### config.mk
export PLATFORM = sky130hd
export DESIGN_NAME = rot_top
export DESIGN_NICKNAME = d
export VERILOG_FILES = /design/src/hdl/rot_pkg.sv /design/src/hdl/rot_alu_if.sv /design/src/hdl/rot_alu.sv /design/src/hdl/rot_top.sv
export SDC_FILE = /design/constraint.sdc
export NUM_CORES = 1
export LEC_CHECK = 0
export ABC_AREA = 1
export BUFFER_PORTS_ARGS = -buffer_cell sky130_fd_sc_hd__buf_2
export CAP_MARGIN = 20
export CORE_MARGIN = 4
export CORE_UTILIZATION = 35
export CTS_CLUSTER_SIZE = 40
export DETAILED_ROUTE_END_ITERATION = 16
export GPL_ROUTABILITY_DRIVEN = 0
export PLACE_DENSITY = 0.58
export RECOVER_POWER = 25
export REMOVE_ABC_BUFFERS = 1
export SLEW_MARGIN = 10
export SYNTH_ARGS = -nofsm -noshare
export SYNTH_HDL_FRONTEND = slang
export SYNTH_HIERARCHICAL = 1
export SYNTH_SLANG_ARGS = --single-unit
### constraint.sdc
create_clock -name clk -period 4.3 [get_ports clk]
set_input_delay 0.86 -clock clk [delete_from_list [all_inputs] [get_ports clk]]
set_output_delay 0.86 -clock clk [all_outputs]
set_load 0.01 [all_outputs]
### src/hdl/rot_pkg.sv
// constants and types for the rotate instruction datapath
package rot_pkg;
    localparam int           DATA_W        = 32;
    localparam int           ADDR_W        = 12;
    localparam int           BANK_W        = 4;
    // register byte offsets
    localparam logic [7:0]   REG_INSTR     = 8'h00;
    localparam logic [7:0]   REG_WREG      = 8'h04;
    localparam logic [7:0]   REG_STATUS    = 8'h08;
    localparam logic [7:0]   REG_BANK      = 8'h0c;
    localparam logic [7:0]   REG_CFG       = 8'h10;
    localparam logic [7:0]   REG_INDEX     = 8'h14;
    localparam logic [7:0]   REG_ADDR      = 8'h18;
    // status bit positions
    localparam int           ST_C          = 0;
    localparam int           ST_Z          = 2;
    localparam int           ST_N          = 4;
    localparam int           ST_BAD        = 6;
    localparam int           ST_BUSY       = 7;
    // instruction word fields
    localparam int           OPC_HI        = 15;
    localparam int           OPC_LO        = 10;
    localparam int           D_BIT         = 9;
    localparam int           A_BIT         = 8;
    localparam logic [5:0]   OPC_RLNC      = 6'h11;
    localparam logic [5:0]   OPC_RRC       = 6'h0c;
    // fast bank split and indexed window limit
    localparam logic [7:0]   ACC_SPLIT     = 8'h60;
    localparam logic [7:0]   IDX_LIMIT     = 8'h5f;
    localparam logic [3:0]   ACC_LOW_BANK  = 4'h0;
    localparam logic [3:0]   ACC_HIGH_BANK = 4'hf;

    typedef enum logic [2:0] {
        S_IDLE  = 3'b001,
        S_EXEC  = 3'b010,
        S_WRITE = 3'b100
    } rot_state_e_t;

    typedef struct packed {
        rot_state_e_t         st;
        logic [7:0]           wreg;
        logic                 c;
        logic                 z;
        logic                 n;
        logic                 bad;
        logic [BANK_W-1:0]    bank;
        logic                 ext;
        logic [ADDR_W-1:0]    index_base;
        logic [ADDR_W-1:0]    addr;
        logic                 is_rrc;
        logic                 dest_f;
        logic [7:0]           wdata;
        logic                 we;
    } rot_state_t;
endpackage : rot_pkg

### src/hdl/rot_alu_if.sv
// signals between the core sequencer and the rotate unit
interface rot_alu_if;
    logic       is_rrc;
    logic [7:0] operand;
    logic       carry_in;
    logic [7:0] result;
    logic       carry_out;
    logic       neg;
    logic       zero;
    modport alu  (input is_rrc, operand, carry_in, output result, carry_out, neg, zero);
    modport core (output is_rrc, operand, carry_in, input result, carry_out, neg, zero);
endinterface : rot_alu_if

### src/hdl/rot_alu.sv
// rotate unit: left without carry, right through carry
module rot_alu
    import rot_pkg::*;
(
    // operand and result
    rot_alu_if.alu p
);
    always_comb begin
        if (p.is_rrc) begin
            p.result    = {p.carry_in, p.operand[7:1]}; // RULE_02
            p.carry_out = p.operand[0];                 // RULE_02
        end else begin
            p.result    = {p.operand[6:0], p.operand[7]}; // RULE_01
            p.carry_out = p.carry_in;                     // RULE_01
        end
        p.neg  = p.result[7];
        p.zero = (p.result == 8'h00);
    end
endmodule : rot_alu

### src/hdl/rot_top.sv
// rotate instruction datapath with apb registers and file memory port
// Notes on behaviour
// [RULE_01] left rotate without carry: bit 7 goes to bit 0; only n and z change
// [RULE_02] right rotate through carry: bit 0 into carry, old carry into bit 7
// [RULE_03] destination bit 0 writes the working register, file stays untouched
// [RULE_04] destination bit 1 writes the result back to the source file location
// [RULE_05] access bit 0 maps the address into the fast bank, ignoring bank select
// [RULE_06] access bit 1 joins bank select register with the 8-bit address
// [RULE_07] access 0, extended set on, address up to 5f: indexed literal offset
// [RULE_08] opcode top six bits pick the variant; then d, a, 8-bit address
//
// The implementer's own choices: the register addresses and register access over APB.
module rot_top
    import rot_pkg::*;
(
    // clock and reset
    input  wire logic              clk,
    input  wire logic              rst,
    // apb slave
    input  wire logic              psel,
    input  wire logic              penable,
    input  wire logic              pwrite,
    input  wire logic [7:0]        paddr,
    input  wire logic [DATA_W-1:0] pwdata,
    output logic      [DATA_W-1:0] prdata,
    output logic                   pready,
    output logic                   pslverr,
    // file register memory
    output logic      [ADDR_W-1:0] mem_addr,
    input  wire logic [7:0]        mem_rdata,
    output logic      [7:0]        mem_wdata,
    output logic                   mem_we
);
    rot_state_t r_reg;
    rot_state_t r_next;
    rot_alu_if  ai ();

    logic       apb_wr;
    logic       mapped;
    logic       start;
    logic [5:0] in_opc;
    logic [7:0] in_f;
    logic       in_a;
    logic       in_d;
    logic       opc_ok;
    logic       idx_mode;
    logic [ADDR_W-1:0] res_addr;

    rot_alu u_alu (
        .p (ai.alu)
    );

    assign ai.is_rrc   = r_reg.is_rrc;
    assign ai.operand  = mem_rdata;
    assign ai.carry_in = r_reg.c;

    assign in_opc   = pwdata[OPC_HI:OPC_LO];
    assign in_f     = pwdata[7:0];
    assign in_a     = pwdata[A_BIT];
    assign in_d     = pwdata[D_BIT];
    assign opc_ok   = (in_opc == OPC_RLNC) || (in_opc == OPC_RRC); // RULE_08
    assign idx_mode = !in_a && r_reg.ext && (in_f <= IDX_LIMIT);  // RULE_07
    assign mapped   = (paddr == REG_INSTR) || (paddr == REG_WREG) || (paddr == REG_STATUS)
                   || (paddr == REG_BANK) || (paddr == REG_CFG) || (paddr == REG_INDEX)
                   || (paddr == REG_ADDR);
    assign apb_wr   = psel && penable && pwrite && mapped;
    assign start    = apb_wr && (paddr == REG_INSTR) && (r_reg.st == S_IDLE);

    always_comb begin
        if (idx_mode) begin
            res_addr = r_reg.index_base + ADDR_W'(in_f);   // RULE_07
        end else if (in_a) begin
            res_addr = {r_reg.bank, in_f};                 // RULE_06
        end else if (in_f < ACC_SPLIT) begin
            res_addr = {ACC_LOW_BANK, in_f};               // RULE_05
        end else begin
            res_addr = {ACC_HIGH_BANK, in_f};              // RULE_05
        end
    end

    // apb answers at once; unmapped addresses report an error
    assign pready  = 1'b1;
    assign pslverr = psel && penable && !mapped;

    always_comb begin
        prdata = '0;
        case (paddr)
            REG_WREG: begin
                prdata[7:0] = r_reg.wreg;
            end
            REG_STATUS: begin
                prdata[ST_C]    = r_reg.c;
                prdata[ST_Z]    = r_reg.z;
                prdata[ST_N]    = r_reg.n;
                prdata[ST_BAD]  = r_reg.bad;
                prdata[ST_BUSY] = (r_reg.st != S_IDLE);
            end
            REG_BANK: begin
                prdata[BANK_W-1:0] = r_reg.bank;
            end
            REG_CFG: begin
                prdata[0] = r_reg.ext;
            end
            REG_INDEX: begin
                prdata[ADDR_W-1:0] = r_reg.index_base;
            end
            REG_ADDR: begin
                prdata[ADDR_W-1:0] = r_reg.addr;
            end
            default: begin
                prdata = '0;
            end
        endcase
    end

    always_comb begin
        r_next    = r_reg;
        r_next.we = 1'b0;
        // software writes first; the datapath overrides below
        if (apb_wr) begin
            case (paddr)
                REG_WREG: begin
                    r_next.wreg = pwdata[7:0];
                end
                REG_STATUS: begin
                    r_next.c = pwdata[ST_C];
                    r_next.z = pwdata[ST_Z];
                    r_next.n = pwdata[ST_N];
                    if (pwdata[ST_BAD]) begin
                        r_next.bad = 1'b0;
                    end
                end
                REG_BANK: begin
                    r_next.bank = pwdata[BANK_W-1:0];
                end
                REG_CFG: begin
                    r_next.ext = pwdata[0];
                end
                REG_INDEX: begin
                    r_next.index_base = pwdata[ADDR_W-1:0];
                end
                default: begin
                end
            endcase
        end
        case (r_reg.st)
            S_IDLE: begin
                if (start) begin
                    if (opc_ok) begin                           // RULE_08
                        r_next.is_rrc = (in_opc == OPC_RRC);    // RULE_08
                        r_next.dest_f = in_d;
                        r_next.addr   = res_addr;
                        r_next.st     = S_EXEC;
                    end else begin
                        r_next.bad = 1'b1;
                    end
                end
            end
            S_EXEC: begin
                r_next.n = ai.neg;
                r_next.z = ai.zero;
                r_next.c = ai.carry_out;                        // RULE_01 RULE_02
                if (r_reg.dest_f) begin
                    r_next.wdata = ai.result;                   // RULE_04
                    r_next.we    = 1'b1;                        // RULE_04
                    r_next.st    = S_WRITE;
                end else begin
                    r_next.wreg = ai.result;                    // RULE_03
                    r_next.st   = S_IDLE;
                end
            end
            S_WRITE: begin
                r_next.st = S_IDLE;
            end
            default: begin
                r_next.st = S_IDLE;
            end
        endcase
    end

    always_ff @(posedge clk) begin
        if (rst) begin
            r_reg    <= '0;
            r_reg.st <= S_IDLE;
        end else begin
            r_reg <= r_next;
        end
    end

    assign mem_addr  = r_reg.addr;
    assign mem_wdata = r_reg.wdata;
    assign mem_we    = r_reg.we;

    a_rlnc_rotate: assert property (@(posedge clk) disable iff (rst) // RULE_01
        (r_reg.st == S_EXEC && !r_reg.is_rrc) |->
        (ai.result == {mem_rdata[6:0], mem_rdata[7]}) ##1 (r_reg.c == $past(r_reg.c)))
        else $error("left rotate result or carry wrong");
    a_rrc_carry: assert property (@(posedge clk) disable iff (rst) // RULE_02
        (r_reg.st == S_EXEC && r_reg.is_rrc) |->
        (ai.result == {r_reg.c, mem_rdata[7:1]}) ##1 (r_reg.c == $past(mem_rdata[0])))
        else $error("right rotate through carry wrong");
    a_flags_nz: assert property (@(posedge clk) disable iff (rst) // RULE_01
        (r_reg.st == S_EXEC) |=>
        (r_reg.z == ($past(ai.result) == 8'h00)) && (r_reg.n == $past(ai.result[7])))
        else $error("n or z flag wrong");
    a_dest_wreg: assert property (@(posedge clk) disable iff (rst) // RULE_03
        (r_reg.st == S_EXEC && !r_reg.dest_f) |=>
        (r_reg.wreg == $past(ai.result)) && !mem_we && (r_reg.st == S_IDLE))
        else $error("working register destination wrong");
    a_dest_file: assert property (@(posedge clk) disable iff (rst) // RULE_04
        (r_reg.st == S_EXEC && r_reg.dest_f) |=>
        mem_we && (mem_wdata == $past(ai.result)) && (mem_addr == $past(mem_addr)) ##1 !mem_we)
        else $error("file write-back wrong");
    a_access_bank: assert property (@(posedge clk) disable iff (rst) // RULE_05
        (start && opc_ok && !in_a && !idx_mode) |=>
        (r_reg.addr[7:0] == $past(in_f)) && (r_reg.addr[ADDR_W-1:8] ==
         (($past(in_f) < ACC_SPLIT) ? ACC_LOW_BANK : ACC_HIGH_BANK)))
        else $error("fast bank address wrong");
    a_bank_select: assert property (@(posedge clk) disable iff (rst) // RULE_06
        (start && opc_ok && in_a) |=> (r_reg.addr == {$past(r_reg.bank), $past(in_f)}))
        else $error("banked address wrong");
    a_indexed_mode: assert property (@(posedge clk) disable iff (rst) // RULE_07
        (start && opc_ok && idx_mode) |=>
        (r_reg.addr == ADDR_W'($past(r_reg.index_base) + ADDR_W'($past(in_f)))))
        else $error("indexed offset address wrong");
    a_decode_reject: assert property (@(posedge clk) disable iff (rst) // RULE_08
        (start && !opc_ok) |=> (r_reg.st == S_IDLE) && r_reg.bad && !mem_we)
        else $error("unknown opcode not rejected");

    c_rlnc_wreg: cover property (@(posedge clk) disable iff (rst)
        r_reg.st == S_EXEC && !r_reg.is_rrc && !r_reg.dest_f);
    c_rrc_file: cover property (@(posedge clk) disable iff (rst)
        r_reg.st == S_EXEC && r_reg.is_rrc && r_reg.dest_f);
    c_indexed: cover property (@(posedge clk) disable iff (rst) start && opc_ok && idx_mode);
    c_bad_op: cover property (@(posedge clk) disable iff (rst) start && !opc_ok);
endmodule : rot_top
==> results.sh <==
export IMPL_via_count=3823
export IMPL_r2r_end="r_reg[47]"
export IMPL_routed_wl_um=10900
export IMPL_cts_tree="yes"
export IMPL_worstHoldPathCells=2
export IMPL_hold_violations=0
export IMPL_antenna_found_initial=0
export IMPL_io_buffers=70
export IMPL_r2r_slack_ps=2060
export IMPL_hold_path_class="reg -> reg"
export IMPL_fp_coreArea_um2=10900
export IMPL_vdd_drop_max_mv=0.129
export IMPL_synth_seq_cells=55
export IMPL_synth_top_flop_cell="dfxtp_1"
export IMPL_drv_cap=0
export IMPL_report_final_setup_viol=0
export IMPL_post_layout_nonfiller_instances=793
export IMPL_grt_pass1_vias=3615
export IMPL_dieArea_um2=12900
export IMPL_fillers=1192
export IMPL_holdPathEnd="mem_wdata[0]"
export IMPL_end_kind="output pin"
export IMPL_cts_root_buf="clkbuf_8"
export IMPL_crit_type="in -> out"
export IMPL_yosys_area_top_type_share=0.282
export IMPL_cp_data_required_time_ps=3440
export IMPL_hold_start="mem_wdata[0]"
export IMPL_grt_overflow=0
export IMPL_clock_skew_ps=15.4
export IMPL_synth_top_cells_by_count="nand2_1 (150), inv_1 (82), nor2_1 (68), dfxtp_1 (55), buf_4 (44)"
export IMPL_synthCells=613
export IMPL_htree_num_levels=2
export IMPL_r2r_start="r_reg[52]"
export IMPL_fin_area_um2=4180
export IMPL_wl_per_cell_um=13.7
export IMPL_fmax_mhz=308
export IMPL_ff2ff_path_depth=9
export IMPL_rsz0062_at_grt="false"
export IMPL_num_rows=38
export IMPL_postCtsSetupBuffers=0
export IMPL_setup_ws_ps=1060
export IMPL_dp_cells=785
export IMPL_yosysWarnings=6
export IMPL_grt_usage=0.170
export IMPL_fp_dieW_um=114
export IMPL_crit_arrival_ps=2380
export IMPL_yosys_cell_count_top_type="nand2_1"
export IMPL_drv_slew=0
export IMPL_drt_first_pass_iters=6
export IMPL_ys_async_sr_fraction=0
export IMPL_num_antenna_cells=0
export IMPL_period_needed_ps=3240
export IMPL_synth_cell_area_um2=3910
export IMPL_clkSlewWorstSetupHoldPaths_ps=130
export IMPL_synth_area_leader_cell="dfxtp_1"
export IMPL_tightest_slew_ps=935
export IMPL_initial_core_util=0.359
export IMPL_synth_seq_area_share=0.282
export IMPL_drtIter0Drc=265
export IMPL_ys_top_cells_by_area="dfxtp_1 (28%), nand2_1 (14%), buf_4 (8.4%), inv_1 (7.9%), nor2_1 (6.5%)"
export IMPL_via_per_inst=4.82
export IMPL_die_height_um=114
export IMPL_hpwl_um=8600
export IMPL_drtAntennaViolNets=0
export IMPL_cp_start_kind="input port"
export IMPL_synth_edff_count=0
export IMPL_power_mw=0.946
export IMPL_yosys_cell_types_count=38
export IMPL_hold_buffers=0
export IMPL_cts_buffers=5
export IMPL_placed_cell_area_um2=4110
export IMPL_drive_above_1_share=0.145
export IMPL_insertion_delay_ps=340
export IMPL_area_delta_synth_final_pct=6.97
export IMPL_grt_max_degree=35
export IMPL_grt_pass1_wl_um=17800
export IMPL_cts_path_max_buffers=2
export IMPL_slew_headroom=0.376
export IMPL_post_route_period_util=0.754
export IMPL_drc_errors=0
export IMPL_cts_resized=0
export IMPL_final_nets=714
export IMPL_largest_register_ff_count=32
export IMPL_tns_ps=0
export IMPL_status="completed"
export IMPL_syn_avg_cell_area_um2=6.38
export IMPL_leakage_nw=2.01
export IMPL_io_pins=108
export IMPL_powerDensity_nw_per_um2=226
export IMPL_dp_slack_ps=1050
export IMPL_fin_util=0.384
export IMPL_cp_max_fo=8
export IMPL_hold_slack_ps=471
export IMPL_numClockSinks=55
==> worst max-delay path by stage <==
stage	start	end	slack (ps)	cells past startpoint
after floorplan	paddr[6]	prdata[0]	1500	9
after global placement	paddr[1]	prdata[0]	1080	11
after detailed placement	paddr[1]	prdata[0]	1050	11
after CTS	paddr[1]	prdata[0]	1050	11
after global routing	paddr[1]	prdata[0]	810	11
final	paddr[1]	prdata[0]	1060	11
==> critical path: stages <==
cell,delay [ps]
buf_2,110
nor2_4,170
nand2_1,70
nor2_1,130
nand2_1,190
inv_1,290
nand2_1,90
o21ai_0,100
nor2_1,90
o221ai_1,90
buf_2,180
==> cell type report <==
type | count | area, µm² | share of cell area
multi-input combinational | 435 | 2150 | 0.514
timing repair buffer | 72 | 339 | 0.0810
clock buffer | 5 | 68.8 | 0.0164
sequential | 55 | 1100 | 0.263
clock inverter | 3 | 31.3 | 0.00748
inverter | 83 | 319 | 0.0763
tap | 140 | 175 | 0.0419
==> placed cells by master, fill, tap and decap left out <==
cell type and count:
nand2_1 150, inv_1 82, nor2_1 68, dfxtp_1 55, buf_2 49, nand3_1 43, a21oi_1 41, o21ai_0 32
conb_1 21, clkbuf_1 21, nand2_2 12, nand4_1 9, ha_1 8, nor2_2 7, nand2_4 5, o21bai_1 5
clkbuf_8 5, nor3_1 4, o22ai_1 4, o2111ai_1 3, o221ai_1 3, or2_2 3, inv_8 3, nor3_2 2
a221oi_1 2, o21ai_1 2, buf_4 2, nor2_4 1, o211ai_2 1, a21boi_2 1, nand4_2 1, nand4_4 1
nor2_8 1, nand3b_1 1, a31oi_1 1, xnor2_1 1, o211ai_1 1, fa_1 1, inv_6 1
==> cells by family after synthesis <==
group           count (synthesis)  share of synthesized area
fa+ha+maj                       9                     0.0307
xor+xnor                        1                    0.00224
other cells                     2                    0.00192
simple gates                  308                      0.357
flops                          55                      0.282
buf+inv                       142                      0.187
compound gates                 96                      0.139
==> metal layers <==
| layer | vias to the layer above | share of wire | GRT usage |
|---|---|---|---|
| met5 | - | 0 | 0 |
| met2 | 109 | 0.48 | 0.297 |
| met4 | 0 | 0.013 | 0.0385 |
| met3 | 11 | 0.058 | 0.0276 |
| li1 | 1965 | - | - |
| met1 | 1738 | 0.45 | 0.220 |
==> report_power, final <==
group	total, mW	leakage, nW	switching (mW)	internal (mW)
Combinational	0.102	1.51	0.0695	0.0324
Clock	0.334	0.0526	0.209	0.126
Sequential	0.509	0.443	0.00000414	0.509
Total	0.946	2.01	0.278	0.667
Note: power is estimated with default switching activity, not from simulation.
